==> config.mk <==
export PLATFORM = sky130hd
export DESIGN_NAME = agps_top
export DESIGN_NICKNAME = d
export VERILOG_FILES = /design/src/design/agps_pkg.sv /design/src/design/agps_bank_if.sv /design/src/design/agps_port_bank.sv /design/src/design/agps_pin_cell.sv /design/src/design/agps_top.sv
export SDC_FILE = /design/constraint.sdc
export NUM_CORES = 1
export LEC_CHECK = 0
export ABC_AREA = 1
export BUFFER_PORTS_ARGS = -buffer_cell sky130_fd_sc_hd__buf_4
export CORE_MARGIN = 1
export CORE_UTILIZATION = 40
export CTS_CLUSTER_SIZE = 10
export DETAILED_ROUTE_END_ITERATION = 8
export GPL_TIMING_DRIVEN = 0
export PLACE_DENSITY = 0.63
export SYNTH_ARGS = -nofsm -noshare
export SYNTH_HDL_FRONTEND = slang
export SYNTH_SLANG_ARGS = --single-unit
==> constraint.sdc <==
create_clock -name pclk -period 1.62 [get_ports pclk]
set_input_delay 0.162 -clock pclk [delete_from_list [all_inputs] [get_ports pclk]]
set_output_delay 0.162 -clock pclk [all_outputs]
set_load 0.01 [all_outputs]
==> src/design/agps_pkg.sv <==
// constants, register map and decode helper for the address/gpio pin share
// assumes a 32-bit apb slave with byte addresses and word-aligned registers
package agps_pkg;

    localparam int unsigned DATA_W      = 32;     // apb data width
    localparam int unsigned REG_W       = 16;     // width of the internal register bus
    localparam int unsigned NUM_PADS    = 10;     // shared pads, addr_line6 .. addr_line15
    localparam int unsigned PA_W        = 8;      // port a bits on this group
    localparam int unsigned PA_LSB      = 0;      // port a lowest bit number
    localparam int unsigned PE_W        = 2;      // port e bits on this group
    localparam int unsigned PE_LSB      = 2;      // port e lowest bit number

    // byte offsets of the register map
    localparam logic [7:0]  OFF_CTRL    = 8'h00;  // ext_bus_control_reg
    localparam logic [7:0]  OFF_PA_BASE = 8'h04;  // port a bank base
    localparam logic [7:0]  OFF_PE_BASE = 8'h18;  // port e bank base
    localparam logic [7:0]  OFF_STATUS  = 8'h2C;  // live pin-share status
    localparam logic [7:0]  REL_PER     = 8'h00;  // peripheral enable, 1 = address
    localparam logic [7:0]  REL_DIR     = 8'h04;  // direction, 1 = output
    localparam logic [7:0]  REL_DOUT    = 8'h08;  // output data
    localparam logic [7:0]  REL_PU      = 8'h0C;  // pull-up enable
    localparam logic [7:0]  REL_PIN     = 8'h10;  // pad input level, read only

    // field positions
    localparam int unsigned CTRL_KEEP_BIT = 0;    // bus_drive_keep
    localparam int unsigned ST_ACTIVE_BIT = 0;    // external bus active
    localparam int unsigned ST_CTRLOE_BIT = 1;    // control outputs driven
    localparam int unsigned ST_GPIO_BIT   = 2;    // some pad in gpio mode

    // values after reset
    localparam logic        RST_KEEP    = 1'b0;   // bus released while idle
    localparam logic        RST_PER     = 1'b1;   // address function
    localparam logic        RST_DIR     = 1'b0;   // input
    localparam logic        RST_DOUT    = 1'b0;
    localparam logic        RST_PU      = 1'b1;   // pull-up on

    typedef enum logic [2:0] {
        AGPS_BR_NONE = 3'b000,
        AGPS_BR_PER  = 3'b001,
        AGPS_BR_DIR  = 3'b010,
        AGPS_BR_DOUT = 3'b011,
        AGPS_BR_PU   = 3'b100,
        AGPS_BR_PIN  = 3'b101
    } agps_breg_t;

    // decode a byte address against one bank base
    function automatic agps_breg_t agps_bank_decode(input logic [7:0] addr,
                                                    input logic [7:0] base);
        logic [7:0] rel;
        rel = addr - base;
        if (addr < base)         return AGPS_BR_NONE;
        else if (rel == REL_PER) return AGPS_BR_PER;
        else if (rel == REL_DIR) return AGPS_BR_DIR;
        else if (rel == REL_DOUT) return AGPS_BR_DOUT;
        else if (rel == REL_PU)  return AGPS_BR_PU;
        else if (rel == REL_PIN) return AGPS_BR_PIN;
        else                     return AGPS_BR_NONE;
    endfunction

endpackage

==> src/design/agps_bank_if.sv <==
// carrier between the apb front end and one gpio port bank
// assumes the controller drives one-cycle write strobes in the pclk domain
`timescale 1ns/1ns
interface agps_bank_if #(
    parameter int W = 8
);
    logic                            wr;         // one-cycle write strobe
    agps_pkg::agps_breg_t            sel;        // addressed bank register
    logic [agps_pkg::REG_W-1:0]      wdata;      // write data, port bit numbering
    logic [agps_pkg::REG_W-1:0]      rdata;      // read data, port bit numbering
    logic [W-1:0]                    periph_en;  // 1 = address function
    logic [W-1:0]                    dir;        // 1 = output
    logic [W-1:0]                    dout;       // output level
    logic [W-1:0]                    pu;         // pull-up enable

    modport ctrl (output wr, sel, wdata, input rdata, periph_en, dir, dout, pu);
    modport bank (input wr, sel, wdata, output rdata, periph_en, dir, dout, pu);
endinterface

==> src/design/agps_port_bank.sv <==
// control registers of one gpio port slice: enable, direction, data, pull-up
// assumes the front end decodes the address and gives only aligned strobes
`timescale 1ns/1ns
module agps_port_bank #(
    parameter int unsigned W   = 8,
    parameter int unsigned LSB = 0
) (
    input  wire logic pclk,
    input  wire logic presetn,
    agps_bank_if.bank bus
);
    logic [W-1:0] per_ff;   // peripheral enable
    logic [W-1:0] dir_ff;   // direction per pin
    logic [W-1:0] dout_ff;  // data out
    logic [W-1:0] pu_ff;    // pull-up enable

    // a write loads the whole field at once, each bit its own value, so directions stay independent per pin
    always_ff @(posedge pclk or negedge presetn) begin
        if (!presetn) begin
            per_ff  <= {W{agps_pkg::RST_PER}};
            dir_ff  <= {W{agps_pkg::RST_DIR}};
            dout_ff <= {W{agps_pkg::RST_DOUT}};
            pu_ff   <= {W{agps_pkg::RST_PU}};
        end else if (bus.wr) begin
            if (bus.sel == agps_pkg::AGPS_BR_PER)  per_ff  <= bus.wdata[LSB +: W];
            if (bus.sel == agps_pkg::AGPS_BR_DIR)  dir_ff  <= bus.wdata[LSB +: W];
            if (bus.sel == agps_pkg::AGPS_BR_DOUT) dout_ff <= bus.wdata[LSB +: W];
            if (bus.sel == agps_pkg::AGPS_BR_PU)   pu_ff   <= bus.wdata[LSB +: W];
        end
    end

    // read mux, field sits at the port bit numbers, the rest is zero
    always_comb begin
        bus.rdata = '0;
        case (bus.sel)
            agps_pkg::AGPS_BR_PER:  bus.rdata[LSB +: W] = per_ff;
            agps_pkg::AGPS_BR_DIR:  bus.rdata[LSB +: W] = dir_ff;
            agps_pkg::AGPS_BR_DOUT: bus.rdata[LSB +: W] = dout_ff;
            agps_pkg::AGPS_BR_PU:   bus.rdata[LSB +: W] = pu_ff;
            default:                bus.rdata = '0;
        endcase
    end

    assign bus.periph_en = per_ff;
    assign bus.dir       = dir_ff;
    assign bus.dout      = dout_ff;
    assign bus.pu        = pu_ff;
endmodule

==> src/design/agps_pin_cell.sv <==
// one shared pad: picks address or gpio drive and registers the pad controls
// assumes address and bus-active inputs are synchronous to pclk
`timescale 1ns/1ns
module agps_pin_cell (
    input  wire logic pclk,
    input  wire logic presetn,
    input  wire logic periph_en,    // 1 = address function
    input  wire logic dir,          // gpio direction, 1 = output
    input  wire logic dout,         // gpio output level
    input  wire logic pu,           // pull-up enable
    input  wire logic addr_bit,     // address line from the memory interface
    input  wire logic bus_active,   // external bus cycle in progress
    input  wire logic drive_keep,   // keep address driven while idle
    output logic      pad_out_ff,
    output logic      pad_oe_ff,
    output logic      pad_pu_ff
);
    logic nxt_out;   // pad level
    logic nxt_oe;    // pad enable

    // address mode releases the pad between cycles unless drive_keep is set
    assign nxt_out = periph_en ? addr_bit : dout;
    assign nxt_oe  = periph_en ? (bus_active | drive_keep) : dir;

    // output stays off and pull-up on throughout reset
    always_ff @(posedge pclk or negedge presetn) begin
        if (!presetn) begin
            pad_out_ff <= 1'b0;
            pad_oe_ff  <= 1'b0;
            pad_pu_ff  <= agps_pkg::RST_PU;
        end else begin
            pad_out_ff <= nxt_out;
            pad_oe_ff  <= nxt_oe;
            pad_pu_ff  <= pu;
        end
    end
endmodule

==> src/design/agps_top.sv <==
// apb front end and pad wiring for the ten shared address/gpio pads
// assumes an apb3 master on pclk, memory interface signals synchronous to pclk,
// and a pad ring that resolves the wire from pad_out, pad_oe and pad_pullup_en
//
// Chosen here: register access over APB and the address map.
`timescale 1ns/1ns

////////////////////////////////////////////////////////////////////////////////
// Function
// - shared pads start in address function
// - idle bus: tri-state or keep, per drive_keep
// - gpio direction selectable per pin
// - pull-up on by default, cleared per bit
// - addr6-7 on port e2-3, 8-15 on a0-7
module agps_top #(
    parameter int unsigned ADDR_W = 12          // apb address width, at least 9
) (
    input  wire logic                            pclk,
    input  wire logic                            presetn,
    input  wire logic                            psel,
    input  wire logic                            penable,
    input  wire logic                            pwrite,
    input  wire logic [ADDR_W-1:0]               paddr,
    input  wire logic [agps_pkg::DATA_W-1:0]     pwdata,
    output logic      [agps_pkg::DATA_W-1:0]     prdata,
    output logic                                 pready,
    output logic                                 pslverr,
    input  wire logic                            ext_bus_active,
    input  wire logic [agps_pkg::NUM_PADS-1:0]   ext_addr_hi,
    output logic                                 ext_ctrl_oe,
    input  wire logic [agps_pkg::NUM_PADS-1:0]   pad_in,
    output logic      [agps_pkg::NUM_PADS-1:0]   pad_out,
    output logic      [agps_pkg::NUM_PADS-1:0]   pad_oe,
    output logic      [agps_pkg::NUM_PADS-1:0]   pad_pullup_en
);

    ////////////////////////////////////////////////////////////////////////////
    // declarations

    logic                              pready_ff;      // access-phase answer
    logic                              pslverr_ff;     // unmapped access flag
    logic [agps_pkg::DATA_W-1:0]       prdata_ff;      // captured read data
    logic                              keep_ff;        // bus_drive_keep
    logic                              ctrl_oe_ff;     // control output enable
    logic [agps_pkg::NUM_PADS-1:0]     pin_in_ff;      // sampled pad levels
    logic                              nxt_ctrl_oe;    // next control enable

    wire logic                         access;         // apb access phase
    wire logic                         take;           // transfer completes now
    wire logic [7:0]                   addr_lo;        // low address byte
    wire logic                         addr_hi_zero;   // no bits above the map
    wire logic                         hit_ctrl;       // control register
    wire logic                         hit_status;     // status register
    wire logic                         hit_pa;         // port a bank
    wire logic                         hit_pe;         // port e bank
    wire logic                         mapped;         // any register hit
    wire agps_pkg::agps_breg_t         pa_sel;         // port a register
    wire agps_pkg::agps_breg_t         pe_sel;         // port e register
    wire logic                         pa_pin_rd;      // port a level read
    wire logic                         pe_pin_rd;      // port e level read
    wire logic [agps_pkg::REG_W-1:0]   ctrl_word;      // control read value
    wire logic [agps_pkg::REG_W-1:0]   status_word;    // status read value
    wire logic [agps_pkg::REG_W-1:0]   pa_pin_word;    // port a levels
    wire logic [agps_pkg::REG_W-1:0]   pe_pin_word;    // port e levels
    wire logic [agps_pkg::REG_W-1:0]   rd_word;        // selected read value
    wire logic [agps_pkg::NUM_PADS-1:0] pad_periph;    // per-pad address mode
    wire logic [agps_pkg::NUM_PADS-1:0] pad_dir;       // per-pad direction
    wire logic [agps_pkg::NUM_PADS-1:0] pad_dout;      // per-pad gpio level
    wire logic [agps_pkg::NUM_PADS-1:0] pad_pu;        // per-pad pull-up

    agps_bank_if #(.W(agps_pkg::PA_W)) pa_if ();      // port a bank link
    agps_bank_if #(.W(agps_pkg::PE_W)) pe_if ();      // port e bank link

    ////////////////////////////////////////////////////////////////////////////
    // apb address decode

    assign access       = psel & penable;
    // one wait state: the answer flop rises on the edge that ends the first access cycle
    assign take         = access & pready_ff;
    assign addr_lo      = paddr[7:0];
    assign addr_hi_zero = (paddr[ADDR_W-1:8] == '0);

    assign pa_sel = addr_hi_zero ?
                    agps_pkg::agps_bank_decode(addr_lo, agps_pkg::OFF_PA_BASE) :
                    agps_pkg::AGPS_BR_NONE;
    assign pe_sel = addr_hi_zero ?
                    agps_pkg::agps_bank_decode(addr_lo, agps_pkg::OFF_PE_BASE) :
                    agps_pkg::AGPS_BR_NONE;

    // the two bank windows do not overlap, so at most one of these is set
    assign hit_ctrl   = addr_hi_zero & (addr_lo == agps_pkg::OFF_CTRL);
    assign hit_status = addr_hi_zero & (addr_lo == agps_pkg::OFF_STATUS);
    assign hit_pa     = (pa_sel != agps_pkg::AGPS_BR_NONE) &
                        (addr_lo < agps_pkg::OFF_PE_BASE);
    assign hit_pe     = (pe_sel != agps_pkg::AGPS_BR_NONE);
    assign mapped     = hit_ctrl | hit_status | hit_pa | hit_pe;
    assign pa_pin_rd  = hit_pa & (pa_sel == agps_pkg::AGPS_BR_PIN);
    assign pe_pin_rd  = hit_pe & (pe_sel == agps_pkg::AGPS_BR_PIN);

    ////////////////////////////////////////////////////////////////////////////
    // bank strobes
    // writes land only on the completing edge; level and status are read only

    assign pa_if.wr    = take & pwrite & hit_pa;
    assign pa_if.sel   = hit_pa ? pa_sel : agps_pkg::AGPS_BR_NONE;
    assign pa_if.wdata = pwdata[agps_pkg::REG_W-1:0];
    assign pe_if.wr    = take & pwrite & hit_pe;
    assign pe_if.sel   = hit_pe ? pe_sel : agps_pkg::AGPS_BR_NONE;
    assign pe_if.wdata = pwdata[agps_pkg::REG_W-1:0];

    ////////////////////////////////////////////////////////////////////////////
    // read data selection

    assign ctrl_word   = {{(agps_pkg::REG_W-1){1'b0}}, keep_ff};
    assign status_word = {{(agps_pkg::REG_W-3){1'b0}},
                          ~(&pad_periph), ctrl_oe_ff, ext_bus_active};
    // pad levels shown at their port bit numbers
    assign pa_pin_word = {{(agps_pkg::REG_W-agps_pkg::PA_W){1'b0}},
                          pin_in_ff[agps_pkg::NUM_PADS-1:agps_pkg::PE_W]};
    assign pe_pin_word = {{(agps_pkg::REG_W-agps_pkg::PE_W-agps_pkg::PE_LSB){1'b0}},
                          pin_in_ff[agps_pkg::PE_W-1:0],
                          {agps_pkg::PE_LSB{1'b0}}};

    // unmapped addresses read as zero
    assign rd_word = hit_ctrl   ? ctrl_word   :
                     hit_status ? status_word :
                     pa_pin_rd  ? pa_pin_word :
                     pe_pin_rd  ? pe_pin_word :
                     hit_pa     ? pa_if.rdata :
                     hit_pe     ? pe_if.rdata :
                     '0;

    ////////////////////////////////////////////////////////////////////////////
    // apb answer
    // pready pulses for one cycle; holding it low in the first access cycle
    // keeps every bus output on a flop at the cost of one wait state

    always_ff @(posedge pclk or negedge presetn) begin
        if (!presetn) begin
            pready_ff  <= 1'b0;
            pslverr_ff <= 1'b0;
            prdata_ff  <= '0;
        end else if (access & !pready_ff) begin
            // first access cycle: answer on the next edge
            pready_ff  <= 1'b1;
            pslverr_ff <= ~mapped;
            prdata_ff  <= (pwrite | ~mapped) ? '0 :
                          {{(agps_pkg::DATA_W-agps_pkg::REG_W){1'b0}}, rd_word};
        end else begin
            // transfer done or bus idle
            pready_ff  <= 1'b0;
            pslverr_ff <= 1'b0;
            prdata_ff  <= '0;
        end
    end

    ////////////////////////////////////////////////////////////////////////////
    // ext_bus_control_reg
    // a write to an error-flagged address never reaches here, hit_ctrl is false

    always_ff @(posedge pclk or negedge presetn) begin
        if (!presetn) begin
            keep_ff <= agps_pkg::RST_KEEP;
        end else if (take & pwrite & hit_ctrl) begin
            keep_ff <= pwdata[agps_pkg::CTRL_KEEP_BIT];
        end
    end

    ////////////////////////////////////////////////////////////////////////////
    // control outputs of the memory interface follow the same idle rule

    assign nxt_ctrl_oe = ext_bus_active | keep_ff;

    always_ff @(posedge pclk or negedge presetn) begin
        if (!presetn) begin
            ctrl_oe_ff <= 1'b0;
            pin_in_ff  <= '0;
        end else begin
            ctrl_oe_ff <= nxt_ctrl_oe;
            pin_in_ff  <= pad_in;
        end
    end

    ////////////////////////////////////////////////////////////////////////////
    // port banks

    agps_port_bank #(
        .W   (agps_pkg::PA_W),
        .LSB (agps_pkg::PA_LSB)
    ) u_bank_a (
        .pclk    (pclk),
        .presetn (presetn),
        .bus     (pa_if)
    );

    agps_port_bank #(
        .W   (agps_pkg::PE_W),
        .LSB (agps_pkg::PE_LSB)
    ) u_bank_e (
        .pclk    (pclk),
        .presetn (presetn),
        .bus     (pe_if)
    );

    ////////////////////////////////////////////////////////////////////////////
    // pad map
    // pads 0..1 carry addr_line6..7 on port_e_pin2..3,
    // pads 2..9 carry addr_line8..15 on port_a_pin0..7, ascending

    assign pad_periph = {pa_if.periph_en, pe_if.periph_en};
    assign pad_dir    = {pa_if.dir, pe_if.dir};
    assign pad_dout   = {pa_if.dout, pe_if.dout};
    assign pad_pu     = {pa_if.pu, pe_if.pu};

    genvar gi;
    generate
        for (gi = 0; gi < agps_pkg::NUM_PADS; gi++) begin : g_pad
            agps_pin_cell u_cell (
                .pclk       (pclk),
                .presetn    (presetn),
                .periph_en  (pad_periph[gi]),
                .dir        (pad_dir[gi]),
                .dout       (pad_dout[gi]),
                .pu         (pad_pu[gi]),
                .addr_bit   (ext_addr_hi[gi]),
                .bus_active (ext_bus_active),
                .drive_keep (keep_ff),
                .pad_out_ff (pad_out[gi]),
                .pad_oe_ff  (pad_oe[gi]),
                .pad_pu_ff  (pad_pullup_en[gi])
            );
        end
    endgenerate

    ////////////////////////////////////////////////////////////////////////////
    // top-level outputs, all from flops

    assign prdata      = prdata_ff;
    assign pready      = pready_ff;
    assign pslverr     = pslverr_ff;
    assign ext_ctrl_oe = ctrl_oe_ff;

endmodule

==> results.sh <==
export IMPL_rsz0062_at_grt="true"
export IMPL_grt_max_degree=93
export IMPL_core_area_sq_um=11520
export IMPL_synth_ff_type="dfrtp_1"
export IMPL_ir_drop_mv=0.5646
export IMPL_critPathBufInv=5
export IMPL_fin_crit_ns=1.650
export IMPL_grt_overflow=0
export IMPL_die_area_sq_um=12340
export IMPL_nets=774
export IMPL_cts_root_buf="clkbuf_16"
export IMPL_failed_checks="design-rule violations, negative setup slack"
export IMPL_grt_pass1_wl_um=19690
export IMPL_rows=39
export IMPL_slew_viol_final=0
export IMPL_cp_top_family="simple AND/OR/NAND/NOR gates"
export IMPL_timing_final_hold_violations=0
export IMPL_cts_buffer_depth=2
export IMPL_cap_viol_max_count=0
export IMPL_cp_max_fo=8
export IMPL_cp_arrival_ns=1.93
export IMPL_fmax_mhz=606.1
export IMPL_num_vias=4066
export IMPL_ys_warn_count=0
export IMPL_cp_required_ns=1.90
export IMPL_port_buffers=86
export IMPL_p_total_mw=5.194
export IMPL_wl_per_cell_um=14.20
export IMPL_htree_levels=3
export IMPL_tightest_slew_ns=1.127
export IMPL_n_antenna_cell=0
export IMPL_cts_sinks=92
export IMPL_first_iter_violations=210
export IMPL_numCtsBuffers=9
export IMPL_start_util_pct=41.33
export IMPL_critPathCaptureType="flip-flop"
export IMPL_status="finished with violations"
export IMPL_ys_top_cells_by_area="dfrtp_1 (33%), dfstp_2 (17%), nand2_1 (10%)"
export IMPL_slowest_stage="or2_1"
export IMPL_synth_edf_count=0
export IMPL_crit_path_start_kind="primary input"
export IMPL_fill_cells=981
export IMPL_crit_path_cell_trace="buf_6, or2_1, buf_6, nor3_4, nand4_1, buf_4, nand3_4, nand4_4, inv_4, nand2_8, buf_8, o21ai_2"
export IMPL_ys_seq_area_share_pct=49.16
export IMPL_antenna_found_initial=0
export IMPL_via_per_inst=4.789
export IMPL_whs_ns=0.01919
export IMPL_dr_pass1_iters=6
export IMPL_ys_ff_latch=92
export IMPL_dieWidth_um=111.1
export IMPL_syn_area_sq_um=4760
export IMPL_hp_class="in -> reg"
export IMPL_worstSetupPathType="in -> reg"
export IMPL_clk_pin_slew_ns=0.06
export IMPL_drive_above_1_share_pct=48.44
export IMPL_post_synth_top_area_cell="dfrtp_1"
export IMPL_drt_wl_total_um=12060
export IMPL_dp_hpwl_um=8086
export IMPL_final_period_utilization_pct=101.8
export IMPL_r2r_slack_ns=-0.01
export IMPL_layout_setup_ws_ns=-0.02990
export IMPL_yosysUniqueCellTypes=38
export IMPL_cpPeakStageDelay_ns=0.22
export IMPL_first_global_vias=3980
export IMPL_die_height_um=111.1
export IMPL_clock_latency_ns=0.35
export IMPL_power_density_nw_per_um2=751.9
export IMPL_synth_top_area_share_pct=32.60
export IMPL_cp_common_cell="buf_6"
export IMPL_gp_congestion=0.8492
export IMPL_drt_antenna_violating_nets=0
export IMPL_drc=12
export IMPL_tritoncts="yes"
export IMPL_syn_inst=540
export IMPL_p_leak_nw=3.443
export IMPL_setup_violations=17
export IMPL_io_pins=135
export IMPL_syn_to_final_growth_pct=45.14
export IMPL_grt_usage_pct=20.23
export IMPL_synth_common_cells="nand2_1 (129), dfrtp_1 (62), buf_4 (56), nor2_1 (49), inv_1 (40)"
export IMPL_synth_avg_cell_area_sq_um=8.814
export IMPL_fin_setup_tns_ns=-0.2077
export IMPL_relSlewSlack_pct=24.85
export IMPL_fin_worst_skew_ns=0.01296
export IMPL_synth_most_common_cell="nand2_1"
export IMPL_async_reset_ff_share_pct=100.0
==> registers in the layout, summed over array words and instances (netlist names) <==
name                     flops
u_bank_a.bus.periph_en       8
g_pad.u_cell.pad_pu_ff      10
g_pad.u_cell.pad_out_ff     10
u_bank_a.bus.dout            8
u_bank_e.bus.dout            2
prdata                       8
u_bank_e.bus.dir             2
pslverr                      1
u_bank_a.bus.dir             8
u_bank_a.bus.pu              8
u_bank_e.bus.pu              2
ext_ctrl_oe                  1
u_bank_e.bus.periph_en       2
g_pad.u_cell.pad_oe_ff      10
pin_in_ff                   10
pready                       1
keep_ff                      1
==> per-stage QoR <==
step	util (%)	instance area, sq um	worst slack (ns)	cells
after floorplan	-	4901	-0.1197	563
after global placement	49.72	5725	-0.5649	792
after detailed placement	49.72	5725	-0.6062	792
after CTS	57.78	6654	-0.01279	843
after global routing	59.98	6908	-0.1582	849
final	59.98	6908	-0.02990	849
==> cell type report <==
cell class | count | area [sq um] | share of cell area (%)
Sequential cell | 92 | 2340 | 33.87
Multi-Input combinational cell | 360 | 2238 | 32.40
Timing Repair Buffer | 128 | 1094 | 15.83
Buffer | 61 | 484.2 | 7.010
Clock buffer | 9 | 225.2 | 3.260
Inverter | 49 | 225.2 | 3.260
Tap cell | 143 | 178.9 | 2.590
Clock inverter | 7 | 122.6 | 1.775
==> cells in the final DEF, fill, tap and decap left out, types with 7 or more instances in the layout <==
cell             n
inv_1           37
buf_6           10
mux2_2           7
nor2_1          37
nor2_2          11
nand2_1        108
o21ai_0         13
clkbuf_16        9
buf_4          160
nand2_2         15
nand4_1         15
dfrtp_1         62
nor2_4           8
nand3_1         21
a21oi_1         11
dfstp_2         30
nand2_4         13
nand3_2         10
dlygate4sd3_1   10
conb_1          24
o21ai_1         16
o21ai_2         17
==> per-layer routing <==
| metal | vias up | track usage, % | share of wire [%] |
|---|---|---|---|
| met2 | 121 | 32.37 | 48 |
| li1 | 2013 | - | - |
| met1 | 1918 | 27.69 | 45 |
| met5 | - | 0 | 0 |
| met4 | 0 | 6.757 | 1.4 |
| met3 | 14 | 3.718 | 5.2 |
==> worst reg2reg max path, stage by stage, from the launching register on <==
cell     delay [ns]
dfstp_2        0.62
nand4_1        0.13
or4_1          0.56
nand4_1        0.15
a21oi_2        0.06
==> power by group <==
group	switching [mW]	internal [mW]	total, mW
sequential	0.00742	2.32	2.33
clock	0.898	1.52	2.41
combinational	0.255	0.200	0.456
==> cell families (layout without fill, tap and decap cells) <==
logic type	count (synthesis)	after routing	share of synthesized area (%)
other cells	1	24	0.07879
mux	7	7	1.656
simple gates	256	256	25.84
buf+inv	111	254	13.93
xor+xnor	1	1	0.1841
flops	92	92	49.16
compound gates	69	69	8.360
fa+ha+maj	3	3	0.7887
==> path summary, 6_finish.rpt <==
check | startpoint | endpoint | cells after the start
setup / recovery | paddr[0] | u_bank_a.bus.pu[6] | 12
hold / removal | ext_addr_hi[6] | g_pad[6].u_cell.pad_out_ff | 3
setup reg to reg | u_bank_a.bus.periph_en[0] | prdata[2] | 4
hold reg to reg | u_bank_a.bus.pu[1] | g_pad[3].u_cell.pad_pu_ff | 0
max in group asynchronous | presetn | pin_in_ff[0] | 1
min in group asynchronous | presetn | pin_in_ff[7] | 1
==> timing repair <==
action	4_1_cts	5_1_grt
hold buffers	10	0
buffers inserted	24	6
endpoints found under the hold margin	10	0
pin swaps	27	26
cloned	2	0
setup endpoints to repair	44	48
resized for setup	64	52
Note: power is estimated with default switching activity, not from simulation.
